--- src/utg_pkg.sv ---
/*
 * utg_pkg: constants, register map and carrier types.
 * Assumes one clock and an outside bit-period tick.
 */
package utg_pkg;

    // ****************************************************************
    // widths
    // ****************************************************************
    localparam int UTG_ADDR_W = 8;   // register port address width
    localparam int UTG_DATA_W = 32;  // register port data width
    localparam int UTG_CNT_W = 16;   // transfer count field width
    localparam int UTG_LIMIT_W = 8;  // idle-limit and guard field width
    localparam int UTG_CHAR_W = 9;   // nine-bit characters

    // ****************************************************************
    // register map (byte addresses)
    // ****************************************************************
    localparam logic [UTG_ADDR_W-1:0] UTG_OFF_IDLE_LIMIT = 8'h24;
    localparam logic [UTG_ADDR_W-1:0] UTG_OFF_GUARD = 8'h28;
    localparam logic [UTG_ADDR_W-1:0] UTG_OFF_RX_PTR = 8'h30;
    localparam logic [UTG_ADDR_W-1:0] UTG_OFF_RX_CNT = 8'h34;
    localparam logic [UTG_ADDR_W-1:0] UTG_OFF_TX_PTR = 8'h38;
    localparam logic [UTG_ADDR_W-1:0] UTG_OFF_TX_CNT = 8'h3C;
    localparam logic [UTG_ADDR_W-1:0] UTG_OFF_STATUS = 8'h40;

    // status word bit positions
    localparam int UTG_ST_TIMEOUT = 0;
    localparam int UTG_ST_RX_DONE = 1;
    localparam int UTG_ST_TX_DONE = 2;

    // ****************************************************************
    // values and counts
    // ****************************************************************
    localparam logic [UTG_DATA_W-1:0] UTG_RST_WORD = 32'h0;
    localparam logic [UTG_DATA_W-1:0] UTG_PTR_STEP = 32'h1;
    localparam logic [UTG_CNT_W-1:0] UTG_CNT_STEP = 16'h1;
    localparam logic [UTG_CNT_W-1:0] UTG_CNT_ZERO = 16'h0;
    localparam logic [UTG_LIMIT_W-1:0] UTG_LIMIT_ZERO = 8'h0;
    localparam logic [UTG_LIMIT_W-1:0] UTG_LIMIT_ONE = 8'h1;
    // idle counter steps once per four bit periods: prescaler 0..3
    localparam logic [1:0] UTG_IDLE_PRE_LAST = 2'h3;
    localparam logic [1:0] UTG_IDLE_PRE_ZERO = 2'h0;

    // ****************************************************************
    // types
    // ****************************************************************
    // transmit channel sequencing
    typedef enum logic [1:0] {
        UTG_TX_IDLE = 2'b00,   // waiting for count and free holding reg
        UTG_TX_FETCH = 2'b01,  // fetch request standing toward memory
        UTG_TX_SEND = 2'b10,   // character handed over, wait until sent
        UTG_TX_GUARD = 2'b11   // line held idle for the guard gap
    } utg_tx_state_t;

    // software-visible register contents
    typedef struct packed {
        logic [UTG_LIMIT_W-1:0] idle_limit;
        logic [UTG_LIMIT_W-1:0] guard;
        logic [UTG_DATA_W-1:0] rx_base;
        logic [UTG_CNT_W-1:0] rx_count;
        logic [UTG_DATA_W-1:0] tx_base;
        logic [UTG_CNT_W-1:0] tx_count;
    } utg_regs_t;

    // whole state of the main module
    typedef struct packed {
        utg_regs_t regs;
        logic [UTG_DATA_W-1:0] rdata;
        logic [UTG_LIMIT_W-1:0] idle_cnt;
        logic [1:0] idle_pre;
        logic idle_armed;
        logic idle_running;
        logic timeout;
        utg_tx_state_t tx_state;
        logic [UTG_LIMIT_W-1:0] guard_cnt;
        logic [UTG_CHAR_W-1:0] tx_char;
        logic tx_load;
    } utg_state_t;

    // register port request from software
    typedef struct packed {
        logic [UTG_ADDR_W-1:0] addr;
        logic [UTG_DATA_W-1:0] wdata;
        logic wr;
        logic rd;
    } utg_bus_req_t;

    // write of one received character toward memory
    typedef struct packed {
        logic valid;
        logic [UTG_DATA_W-1:0] addr;
        logic [UTG_CHAR_W-1:0] data;
    } utg_mem_wr_t;

endpackage
--- src/utg_core.sv ---
/*
 * utg_core: idle time-out, time-guard,
 * two buffer channels and their
 * registers on a strobe port.
 * Assumes a bit_tick per bit period,
 * a receiver strobing characters,
 * a transmitter reporting sent,
 * and a memory with ready handshakes.
 */
// How it works
// idle-limit write also reloads and stops idle counter until next character
// idle limit zero disables time-out
// load limit on start and each character
// time-out span is limit times four bits
// guard zero lets characters go back-to-back
// line idle for guard bit periods after character
// software sets receive buffer base address
// receive count zero stops receive channel
// nonzero receive count moves ready characters
// software sets transmit buffer base address
// transmit count zero stops transmit channel
// nonzero transmit count feeds free holding register
// time-out flag set on expiry, never when disabled
// done flags mirror end-of-transfer of each channel
// each move advances pointer, decrements count
// idle counter steps every four bit periods
`timescale 1ns/100ps
module utg_core #(
    parameter int FIFO_DEPTH = 16
) (
    input wire logic sys_clk,
    input wire logic rst,
    input wire utg_pkg::utg_bus_req_t bus_req,
    output logic [utg_pkg::UTG_DATA_W-1:0] bus_rdata,
    input wire logic bit_tick,
    input wire logic rx_char_valid,
    input wire logic [utg_pkg::UTG_CHAR_W-1:0] rx_char_data,
    output logic rx_char_accept,
    output utg_pkg::utg_mem_wr_t rx_mem_wr,
    input wire logic rx_mem_ready,
    output logic tx_fetch_valid,
    output logic [utg_pkg::UTG_DATA_W-1:0] tx_fetch_addr,
    input wire logic tx_fetch_ready,
    input wire logic [utg_pkg::UTG_CHAR_W-1:0] tx_fetch_data,
    input wire logic transmit_holding_free,
    output logic tx_char_load,
    output logic [utg_pkg::UTG_CHAR_W-1:0] tx_char_data,
    input wire logic tx_char_sent,
    output logic tx_line_hold,
    output logic rx_timeout,
    output logic receive_transfer_done,
    output logic transmit_transfer_done
);

    // ****************************************************************
    // parameter check
    // ****************************************************************
    generate
        if (FIFO_DEPTH < 2) begin : g_bad
            $error("utg_core: FIFO_DEPTH must be at least two");
        end
    endgenerate

    utg_pkg::utg_state_t st;       // registered state
    utg_pkg::utg_state_t next_st;  // next state
    logic receive_char_ready;      // a received character is waiting
    logic [utg_pkg::UTG_CHAR_W-1:0] fifo_char;  // oldest character
    logic rx_active;               // receive channel enabled
    logic rx_move;                 // character written to memory
    logic tx_move;                 // character fetched from memory
    logic wr_hit;                  // write strobe decode helper
    logic [utg_pkg::UTG_DATA_W-1:0] read_word;  // selected read value

    // ****************************************************************
    // receive buffering
    // ****************************************************************
    // characters wait here while memory is busy; when full the
    // receiver sees rx_char_accept low and must hold or drop
    utg_fifo #(
        .WIDTH(utg_pkg::UTG_CHAR_W),
        .DEPTH(FIFO_DEPTH)
    ) u_rx_fifo (
        .sys_clk(sys_clk),
        .rst(rst),
        .in_valid(rx_char_valid),
        .in_data(rx_char_data),
        .in_ready(rx_char_accept),
        .out_valid(receive_char_ready),
        .out_data(fifo_char),
        .out_ready(rx_move)
    );

    // ****************************************************************
    // channel handshakes
    // ****************************************************************
    // zero count halts
    // move when ready
    assign rx_active = (st.regs.rx_count != utg_pkg::UTG_CNT_ZERO);
    assign rx_mem_wr.valid = rx_active && receive_char_ready;
    assign rx_mem_wr.addr = st.regs.rx_base;
    assign rx_mem_wr.data = fifo_char;
    assign rx_move = rx_mem_wr.valid && rx_mem_ready;

    // fetch stands only in its own state
    assign tx_fetch_valid = (st.tx_state == utg_pkg::UTG_TX_FETCH);
    assign tx_fetch_addr = st.regs.tx_base;
    assign tx_move = tx_fetch_valid && tx_fetch_ready;

    // ****************************************************************
    // outputs
    // ****************************************************************
    assign bus_rdata = st.rdata;
    assign tx_char_load = st.tx_load;
    assign tx_char_data = st.tx_char;
    // guard holds line
    assign tx_line_hold = (st.tx_state == utg_pkg::UTG_TX_GUARD);
    assign rx_timeout = st.timeout;
    // done mirrors end
    assign receive_transfer_done = !rx_active;
    assign transmit_transfer_done =
        (st.regs.tx_count == utg_pkg::UTG_CNT_ZERO);

    // ****************************************************************
    // read selection
    // ****************************************************************
    // narrow fields sit low, upper bits and unmapped addresses read 0
    always_comb begin
        read_word = utg_pkg::UTG_RST_WORD;
        case (bus_req.addr)
            utg_pkg::UTG_OFF_IDLE_LIMIT: begin
                read_word[utg_pkg::UTG_LIMIT_W-1:0] = st.regs.idle_limit;
            end
            utg_pkg::UTG_OFF_GUARD: begin
                read_word[utg_pkg::UTG_LIMIT_W-1:0] = st.regs.guard;
            end
            utg_pkg::UTG_OFF_RX_PTR: begin
                read_word = st.regs.rx_base;
            end
            utg_pkg::UTG_OFF_RX_CNT: begin
                read_word[utg_pkg::UTG_CNT_W-1:0] = st.regs.rx_count;
            end
            utg_pkg::UTG_OFF_TX_PTR: begin
                read_word = st.regs.tx_base;
            end
            utg_pkg::UTG_OFF_TX_CNT: begin
                read_word[utg_pkg::UTG_CNT_W-1:0] = st.regs.tx_count;
            end
            utg_pkg::UTG_OFF_STATUS: begin
                read_word[utg_pkg::UTG_ST_TIMEOUT] = st.timeout;
                read_word[utg_pkg::UTG_ST_RX_DONE] = receive_transfer_done;
                read_word[utg_pkg::UTG_ST_TX_DONE] = transmit_transfer_done;
            end
            default: begin
                read_word = utg_pkg::UTG_RST_WORD;
            end
        endcase
    end

    assign wr_hit = bus_req.wr;

    // ****************************************************************
    // next state
    // ****************************************************************
    // order inside: channel moves first, software writes override
    // them, then the time-out flag sets last so an expiry beats a clear
    always_comb begin
        next_st = st;
        next_st.tx_load = 1'b0;
        // read data stand for exactly one cycle after the strobe
        next_st.rdata = bus_req.rd ? read_word : utg_pkg::UTG_RST_WORD;

        // advance, decrement
        if (rx_move) begin
            next_st.regs.rx_base = st.regs.rx_base + utg_pkg::UTG_PTR_STEP;
            next_st.regs.rx_count = st.regs.rx_count - utg_pkg::UTG_CNT_STEP;
        end

        // transmit sequencing
        case (st.tx_state)
            utg_pkg::UTG_TX_IDLE: begin
                // fetch when free
                // zero count halts
                if (st.regs.tx_count != utg_pkg::UTG_CNT_ZERO &&
                    transmit_holding_free) begin
                    next_st.tx_state = utg_pkg::UTG_TX_FETCH;
                end
            end
            utg_pkg::UTG_TX_FETCH: begin
                if (tx_move) begin
                    next_st.tx_char = tx_fetch_data;
                    next_st.tx_load = 1'b1;
                    // advance, decrement
                    next_st.regs.tx_base =
                        st.regs.tx_base + utg_pkg::UTG_PTR_STEP;
                    next_st.regs.tx_count =
                        st.regs.tx_count - utg_pkg::UTG_CNT_STEP;
                    // no guard, no wait
                    if (st.regs.guard == utg_pkg::UTG_LIMIT_ZERO) begin
                        next_st.tx_state = utg_pkg::UTG_TX_IDLE;
                    end else begin
                        next_st.tx_state = utg_pkg::UTG_TX_SEND;
                    end
                end
            end
            utg_pkg::UTG_TX_SEND: begin
                // start guard gap
                if (tx_char_sent) begin
                    next_st.guard_cnt = st.regs.guard;
                    next_st.tx_state = utg_pkg::UTG_TX_GUARD;
                end
            end
            utg_pkg::UTG_TX_GUARD: begin
                // count bit periods
                if (bit_tick) begin
                    next_st.guard_cnt =
                        st.guard_cnt - utg_pkg::UTG_LIMIT_ONE;
                    if (st.guard_cnt <= utg_pkg::UTG_LIMIT_ONE) begin
                        next_st.tx_state = utg_pkg::UTG_TX_IDLE;
                    end
                end
            end
            default: begin
                next_st.tx_state = utg_pkg::UTG_TX_IDLE;
            end
        endcase

        // reload on character
        if (rx_char_valid && (st.idle_armed || st.idle_running) &&
            st.regs.idle_limit != utg_pkg::UTG_LIMIT_ZERO) begin
            next_st.idle_cnt = st.regs.idle_limit;
            next_st.idle_pre = utg_pkg::UTG_IDLE_PRE_ZERO;
            next_st.idle_armed = 1'b0;
            next_st.idle_running = 1'b1;
        end else if (st.idle_running && bit_tick) begin
            // step every four
            if (st.idle_pre == utg_pkg::UTG_IDLE_PRE_LAST) begin
                next_st.idle_pre = utg_pkg::UTG_IDLE_PRE_ZERO;
                next_st.idle_cnt = st.idle_cnt - utg_pkg::UTG_LIMIT_ONE;
            end else begin
                next_st.idle_pre = st.idle_pre + 2'h1;
            end
        end

        // software writes win over channel updates
        if (wr_hit) begin
            case (bus_req.addr)
                utg_pkg::UTG_OFF_IDLE_LIMIT: begin
                    next_st.regs.idle_limit =
                        bus_req.wdata[utg_pkg::UTG_LIMIT_W-1:0];
                    // write reloads count, time-out starts on next character
                    next_st.idle_cnt = bus_req.wdata[utg_pkg::UTG_LIMIT_W-1:0];
                    next_st.idle_pre = utg_pkg::UTG_IDLE_PRE_ZERO;
                    next_st.idle_running = 1'b0;
                    next_st.timeout = 1'b0;
                    // zero disables
                    next_st.idle_armed =
                        (bus_req.wdata[utg_pkg::UTG_LIMIT_W-1:0] !=
                         utg_pkg::UTG_LIMIT_ZERO);
                end
                utg_pkg::UTG_OFF_GUARD: begin
                    next_st.regs.guard =
                        bus_req.wdata[utg_pkg::UTG_LIMIT_W-1:0];
                end
                utg_pkg::UTG_OFF_RX_PTR: begin
                    // software sets base
                    next_st.regs.rx_base = bus_req.wdata;
                end
                utg_pkg::UTG_OFF_RX_CNT: begin
                    next_st.regs.rx_count =
                        bus_req.wdata[utg_pkg::UTG_CNT_W-1:0];
                end
                utg_pkg::UTG_OFF_TX_PTR: begin
                    // software sets base
                    next_st.regs.tx_base = bus_req.wdata;
                end
                utg_pkg::UTG_OFF_TX_CNT: begin
                    next_st.regs.tx_count =
                        bus_req.wdata[utg_pkg::UTG_CNT_W-1:0];
                end
                default: begin
                    // unmapped or read-only: write ignored
                end
            endcase
        end

        // expiry after limit x4
        // flag on expiry
        if (st.idle_running && bit_tick &&
            st.idle_pre == utg_pkg::UTG_IDLE_PRE_LAST &&
            st.idle_cnt == utg_pkg::UTG_LIMIT_ONE &&
            st.regs.idle_limit != utg_pkg::UTG_LIMIT_ZERO &&
            !(rx_char_valid)) begin
            next_st.timeout = 1'b1;
            next_st.idle_running = 1'b0;
        end
    end

    // ****************************************************************
    // state register
    // ****************************************************************
    // everything resets to zero, matching the register reset values
    always_ff @(posedge sys_clk or posedge rst) begin
        if (rst) begin
            st <= '0;
        end else begin
            st <= next_st;
        end
    end
endmodule

--- src/utg_fifo.sv ---
/*
 * utg_fifo: FIFO, valid/ready on both sides.
 * Assumes one clock and a power-of-two depth.
 */
`timescale 1ns/100ps
module utg_fifo #(
    parameter int WIDTH = 9,
    parameter int DEPTH = 16
) (
    input wire logic sys_clk,
    input wire logic rst,
    input wire logic in_valid,
    input wire logic [WIDTH-1:0] in_data,
    output logic in_ready,
    output logic out_valid,
    output logic [WIDTH-1:0] out_data,
    input wire logic out_ready
);
    localparam int AW = $clog2(DEPTH);

    // ****************************************************************
    // parameter check
    // ****************************************************************
    // wrap needs a power-of-two depth
    generate
        if (DEPTH < 2 || (1 << AW) != DEPTH || WIDTH < 1) begin : g_bad
            $error("utg_fifo: DEPTH must be a power of two >= 2");
        end
    endgenerate

    // storage plus pointers carrying one extra wrap bit
    typedef struct packed {
        logic [DEPTH-1:0][WIDTH-1:0] mem;
        logic [AW:0] wr;
        logic [AW:0] rd;
    } utg_fifo_state_t;

    utg_fifo_state_t st;       // registered state
    utg_fifo_state_t next_st;  // next state
    logic full;
    logic empty;

    // ****************************************************************
    // flags
    // ****************************************************************
    // full when pointers differ only in the wrap bit
    assign full = (st.wr[AW] != st.rd[AW]) &&
                  (st.wr[AW-1:0] == st.rd[AW-1:0]);
    assign empty = (st.wr == st.rd);
    assign in_ready = !full;
    assign out_valid = !empty;
    assign out_data = st.mem[st.rd[AW-1:0]];

    // ****************************************************************
    // next state
    // ****************************************************************
    // push and pop may happen in the same cycle
    always_comb begin
        next_st = st;
        if (in_valid && !full) begin
            next_st.mem[st.wr[AW-1:0]] = in_data;
            next_st.wr = st.wr + 1'b1;
        end
        if (out_ready && !empty) begin
            next_st.rd = st.rd + 1'b1;
        end
    end

    // state register
    always_ff @(posedge sys_clk or posedge rst) begin
        if (rst) begin
            st <= '0;
        end else begin
            st <= next_st;
        end
    end
endmodule

--- config.mk ---
export PLATFORM = sky130hd
export DESIGN_NAME = utg_core
export DESIGN_NICKNAME = d
export VERILOG_FILES = /design/src/utg_pkg.sv /design/src/utg_core.sv /design/src/utg_fifo.sv
export SDC_FILE = /design/constraint.sdc
export NUM_CORES = 1
export LEC_CHECK = 0
export BUFFER_PORTS_ARGS = -buffer_cell sky130_fd_sc_hd__buf_2
export CAP_MARGIN = 20
export CORE_UTILIZATION = 44
export CTS_CLUSTER_DIAMETER = 50
export CTS_CLUSTER_SIZE = 30
export DETAILED_ROUTE_END_ITERATION = 8
export PLACE_DENSITY = 0.71
export SLEW_MARGIN = 20
export SYNTH_ARGS = -nofsm -noshare
export SYNTH_HDL_FRONTEND = slang
export SYNTH_SLANG_ARGS = --single-unit
export TNS_END_PERCENT = 1
--- constraint.sdc ---
create_clock -name sys_clk -period 15.1 [get_ports sys_clk]
set_input_delay 2.265 -clock sys_clk [delete_from_list [all_inputs] [get_ports sys_clk]]
set_output_delay 2.265 -clock sys_clk [all_outputs]
set_load 0.01 [all_outputs]
---- Word level (Yosys, flattened, before mapping) ----
Index checks and enable logic that the tools add are counted.
storage, ports and cells
  flip-flop bits (word level) ............. 331
  bits in latches ......................... 0
  memory bits (writable) .................. 0
  ROM bits ................................ 0
  input port bits ......................... 68
  output and inout port bits .............. 122
  logic and storage cells ................. 139
  memories kept ........................... 0
operators by class
  add/subtract/negate cells ............... 9
  $mul .................................... 0
  divide/modulo/power cells ............... 0
  $lt $le $gt $ge ......................... 4
  equality and inequality tests ........... 20
  shifts and indexed selects .............. 0
  multiplexer cells ....................... 36
  bitwise logic cells ..................... 0
  reduce and logical (&&, ||, !) cells .... 36
operator list
  cell                   count
  $bwmux 144             1
  $mux 48                3
  $mux 32                3
  $mux 96                1
  $add 32x1->32 const B  2
  $eq 8x6->1 const B     6
  $mux 10                4
  $bmux 9 s4             1
  $demux 9 s4            1
  $mux 16                2
  $pmux 16 s2            1
  $pmux 8 s4             1
  $reduce_bool 16->1     2
  $sub 16x1->16 const B  2
  $pmux 5 s6             1
  $mux 13                2
  $pmux 3 s7             1
  $mux 9                 2
  $logic_not 16->1       1
  $pmux 8 s2             1
  $reduce_bool 8->1      2
  $sub 8x1->8 const B    2
  $logic_and 1x1->1      15
  $mux 2                 7
  25 further kinds       41

---- Logic depth before layout (Yosys ltp) ----
  depth after elaboration ................. 7
  depth in mapped cells ................... 10
  depth with buffers taken out ............ 8

---- Cells and area by module ----
From an unflattened synthesis, not the netlist that was laid out.
unflattened totals
  cell total of the unflattened synthesis .. 1,614
  area total of the unflattened synthesis .. 17,712.0 µm²
by module, submodules not included
  module    times used  cells an instance  area an instance (µm²)  seq. area each (µm²)
  utg_core  1           1,149              10,461.3                4,429.2
  utg_fifo  1           465                7,250.7                 3,853.7

---- Worst setup path after synthesis ----
Ideal clock, no wire load.
  kind .................................... register -> output
  start point ............................. reg u_rx_fifo.st[0] in the netlist's numbering
  end point ............................... out rx_mem_wr[7] in the netlist's numbering
  data arrival time ....................... 2.069 ns
  slack ................................... 10.766 ns
  cell stages (with the launch flop) ...... 5
  cell sequence ........................... dfrtp_1 > buf_2 > clkbuf_1 > mux4_2 > mux4_2
RTL lines
  element                   RTL line        text
  start: declaration        utg_fifo.sv:38  utg_fifo_state_t st;
  start signal: assignment  utg_fifo.sv:74  st <= next_st;
  end: declaration          utg_core.sv:39  output utg_pkg::utg_mem_wr_t rx_mem_wr,

---- Worst setup path after layout ----
  start point ............................. reg st[73] in the netlist's numbering
  end point ............................... out transmit_transfer_done
between the ends
  cells in the longest elaborated chain, start to end .. 1
ends and longest elaborated chain
  element                   RTL line         text
  start: declaration        utg_core.sv:64   utg_pkg::utg_state_t st;
  start signal: assignment  utg_core.sv:306  st <= next_st;
  $logic_not 16->1          utg_core.sv:121  (st.regs.tx_count == utg_pkg::UTG_CNT_ZERO);
  end: declaration          utg_core.sv:52   output logic transmit_transfer_done
Every way passes these cells.

==> impl_metrics.csv <==
group,metric,value,unit
clock_tree,cts-htree-levels,2,
floorplanning,dieArea,39570,um2
placement,dp_hpwl,29.65,mm
final_layout,syn2layout_area_growth,12.06,%
setup_path,timing.rr.end,"u_rx_fifo.st[38]$_DFFE_PP0P_",
final_layout,num-nets-final,1686,
setup_path,regToRegSetupSlack,11.63,ns
setup_path,critPathMaxFanout,6,
clock_tree,cts.repair.resized,0,
yosys,avgSynthCellArea,11.06,um2
floorplanning,die_w,198.9,um
placement,dp_slack,9.743,ns
floorplanning,start_util,0.4498,
setup_path,worst_r2r_path_depth,7,
yosys,async_reset_ff_frac,1.000,
yosys,ys_seq_area_frac,0.4855,
floorplanning,die_h,198.9,um
timing,report.final.slew_viol_count,0,
yosys,synthSimpleGateAreaFrac,0.1382,
yosys,syn_inst,1542,
clock_tree,cts_tree,"built",
route,ant_nets,0,
route,via_per_inst,5.725,
pwr,ir_drop,0.0001021,V
route,wl_per_cell,20.60,um
final_layout,fin_util,0.5040,
route,wl,44.30,mm
setup_path,critPathCaptureType,"output pin",
timing,final.min_clock_period,5.306,ns
setup_path,crit_required,12.84,ns
floorplanning,ios,190,
grt,grt_max_degree,124,
run,maxCapViolations,0,
run_status,status,"finished, final reports clean",
worst_hold_path,min_from,"tx_char_data[8]$_DFFE_PP0P_",
grt,antenna_found_initial,1,
timing,setup_ws,9.794,ns
setup_path,reg2reg_from,"u_rx_fifo.st[2]$_DFFE_PP0P_",
yosys,synth_compound_area_frac,0.07473,
timing,tns,0,ns
route,vias,12320,
setup_path,cp-start-kind,"flip-flop",
yosys,netlist.area_leader.share,0.4855,
clock_tree,cts_sinks,331,
clock_tree,ctsRootBufferMaster,"clkbuf_16",
floorplanning,core_area,37930,um2
clock_tree,path_clk_slew,0.07,ns
placement,place_congestion,0.9165,
final_layout,drive_gt1_frac,0.3117,
yosys,synth.distinct_cells,66,
floorplanning,fp-row-count,71,
yosys,synth_warnings,0,
clock_tree,cts_hold_buf,0,
pwr,power,3615,uW
clock_tree,clk_latency,0.53,ns
yosys,yosys.area.top_type,"dfrtp_1",
route,drcViolationCount,0,
yosys,synth_area_leaders,"dfrtp_1 49%, mux2_2 10%, mux4_2 5.9%",
grt,gr-usage-all-layers,0.2266,
setup_path,critPathKind,"reg2out",
grt,overflow,0,
timing,fmax,188.5,MHz
route,drtIter0Drc,816,
yosys,ys_ff_latch,331,
grt,grt_first_pass_wirelength,69.54,mm
timing,skew,0.02372,ns
timing,setup_viol,0,
yosys,synth_top_family_by_area,"multiplexers",
yosys,muxShareOfSynthArea,0.1649,
timing,max_slew_margin,0.2458,
yosys,synth_edf_count,0,
clock_tree,cts_made_buffers,38,
worst_hold_path,hold_path.class,"reg2reg",
clock_tree,clk_path_buf_depth,3,
setup_path,worstSetupEndpoint,"transmit_transfer_done",
yosys,synth_adder_area_share,0.01027,
clock_tree,post-cts-setup-buffers,0,
yosys,syn-num-nets,1624,
timing,tightestPinTransition,1.116,ns
setup_path,critPathLaunch,"st[73]$_DFF_PP0_",
placement,io_buffers,189,
setup_path,cp.arrival,3.04,ns
grt,grt_pass1_vias,12210,
yosys,synth_xor_area_frac,0.05749,
pwr,leakagePower,0.008568,uW
yosys,synth-main-ff-cell,"dfrtp_1",
pwr,power-per-cell-area,189.1,nW/um2
route,drt_pass1_iterations,6,
timing,period_share,0.3514,
timing,timing.final.hold_violations,0,
yosys,synth_area,17060,um2
timing,rsz0062_at_grt,"false",
state kept, by name (all words and copies together), names as in the netlist, named ones only:
signal         flops
u_rx_fifo.st     154
st                69
bus_rdata         32
rx_mem_wr         32
tx_fetch_addr     32
tx_char_data       9
rx_timeout         1
tx_char_load       1
placed cells by master, fill, tap and decap left out, types with 5 or more instances in the layout:
master / instances
bufinv_16: 5
nor2_1: 143
buf_2: 189
nor2b_1: 19
nand3_1: 39
or3_1: 6
mux4_2: 45
buf_4: 12
a21oi_1: 122
nand2_1: 118
a21boi_0: 6
inv_6: 6
and3_1: 10
a22oi_1: 23
clkbuf_16: 39
nor4_1: 21
nor3_1: 26
diode_2: 7
xor2_1: 57
dfrtp_1: 329
mux2_2: 159
inv_1: 22
a222oi_1: 17
ha_1: 14
nand4_1: 22
o21ai_0: 23
xnor2_1: 55
area by class of cell:
class | instances | area (um2)
Inverter | 23 | 93.84
Sequential cell | 331 | 8285
Fill cell | 3348 | 18810
Timing Repair Buffer | 202 | 1047
Antenna cell | 7 | 17.52
Multi-Input combinational cell | 1008 | 7642
Clock inverter | 27 | 385.4
Clock buffer | 42 | 1007
Tap cell | 511 | 639.4
kinds of logic (layout without fill, tap and decap cells):
group	Yosys count	in the layout
compound gates	211	211
mux	205	205
fa+ha+maj	14	14
xor+xnor	112	112
other cells	0	7
simple gates	466	466
buf+inv	203	294
flops	331	331
how the worst min path moves through the flow:
stage | cells after the start | to
2_1_floorplan | 2 | tx_char_data[0]$_DFFE_PP0P_
3_3_place_gp | 2 | tx_char_data[6]$_DFFE_PP0P_
3_5_place_dp | 2 | tx_char_data[0]$_DFFE_PP0P_
4_1_cts | 2 | tx_char_data[8]$_DFFE_PP0P_
5_1_grt | 2 | tx_char_data[2]$_DFFE_PP0P_
6_report | 2 | tx_char_data[8]$_DFFE_PP0P_
per-stage QoR:
step / std cells / hold slack (ns) / instance area (um2)
finish: 2151 / 0.4772 / 19120
global route: 2145 / 0.5022 / 19100
CTS: 2143 / 0.4845 / 19080
detailed placement: 2074 / 0.4619 / 17690
global placement: 2074 / 0.4555 / 17690
floorplan: 1542 / 0.4469 / 17060
metal layers:
metal | global-route usage | vias to the layer above | wire length [um]
li1 | - | 5519 | -
met2 | 0.3610 | 506 | 21000
met5 | 0 | - | 0
met3 | 0.03510 | 99 | 2972
met1 | 0.3124 | 6191 | 18880
met4 | 0.08348 | 0 | 1444
synthesized netlist by cell type (all sizes together), types with 10 or more instances:
| library cell | number |
|---|---|
| nand3 | 43 |
| and3 | 10 |
| nor2 | 146 |
| o21ai | 23 |
| clkbuf | 58 |
| a222oi | 17 |
| ha | 14 |
| mux2 | 159 |
| inv | 23 |
| dfrtp | 331 |
| a22oi | 23 |
| nand4 | 25 |
| mux4 | 45 |
| a21oi | 122 |
| xnor2 | 55 |
| nor2b | 19 |
| nor4 | 25 |
| nand2 | 120 |
| buf | 122 |
| nor3 | 27 |
| xor2 | 57 |
worst max-delay path, cell delays in order, from the launching register on:
cell and delay, ns:
dfrtp_1 0.44, nor4_1 0.42, nand2b_1 0.14, or3_1 0.37, nor4_1 0.87, buf_2 0.27
where the power goes:
part           internal [uW]  leakage (uW)  switching, uW  total, uW
Sequential              1190       0.00421            311       1510
Combinational            600       0.00368            499       1100
Clock                    591      0.000677            420       1010
Power figures use the tool's default switching activity.
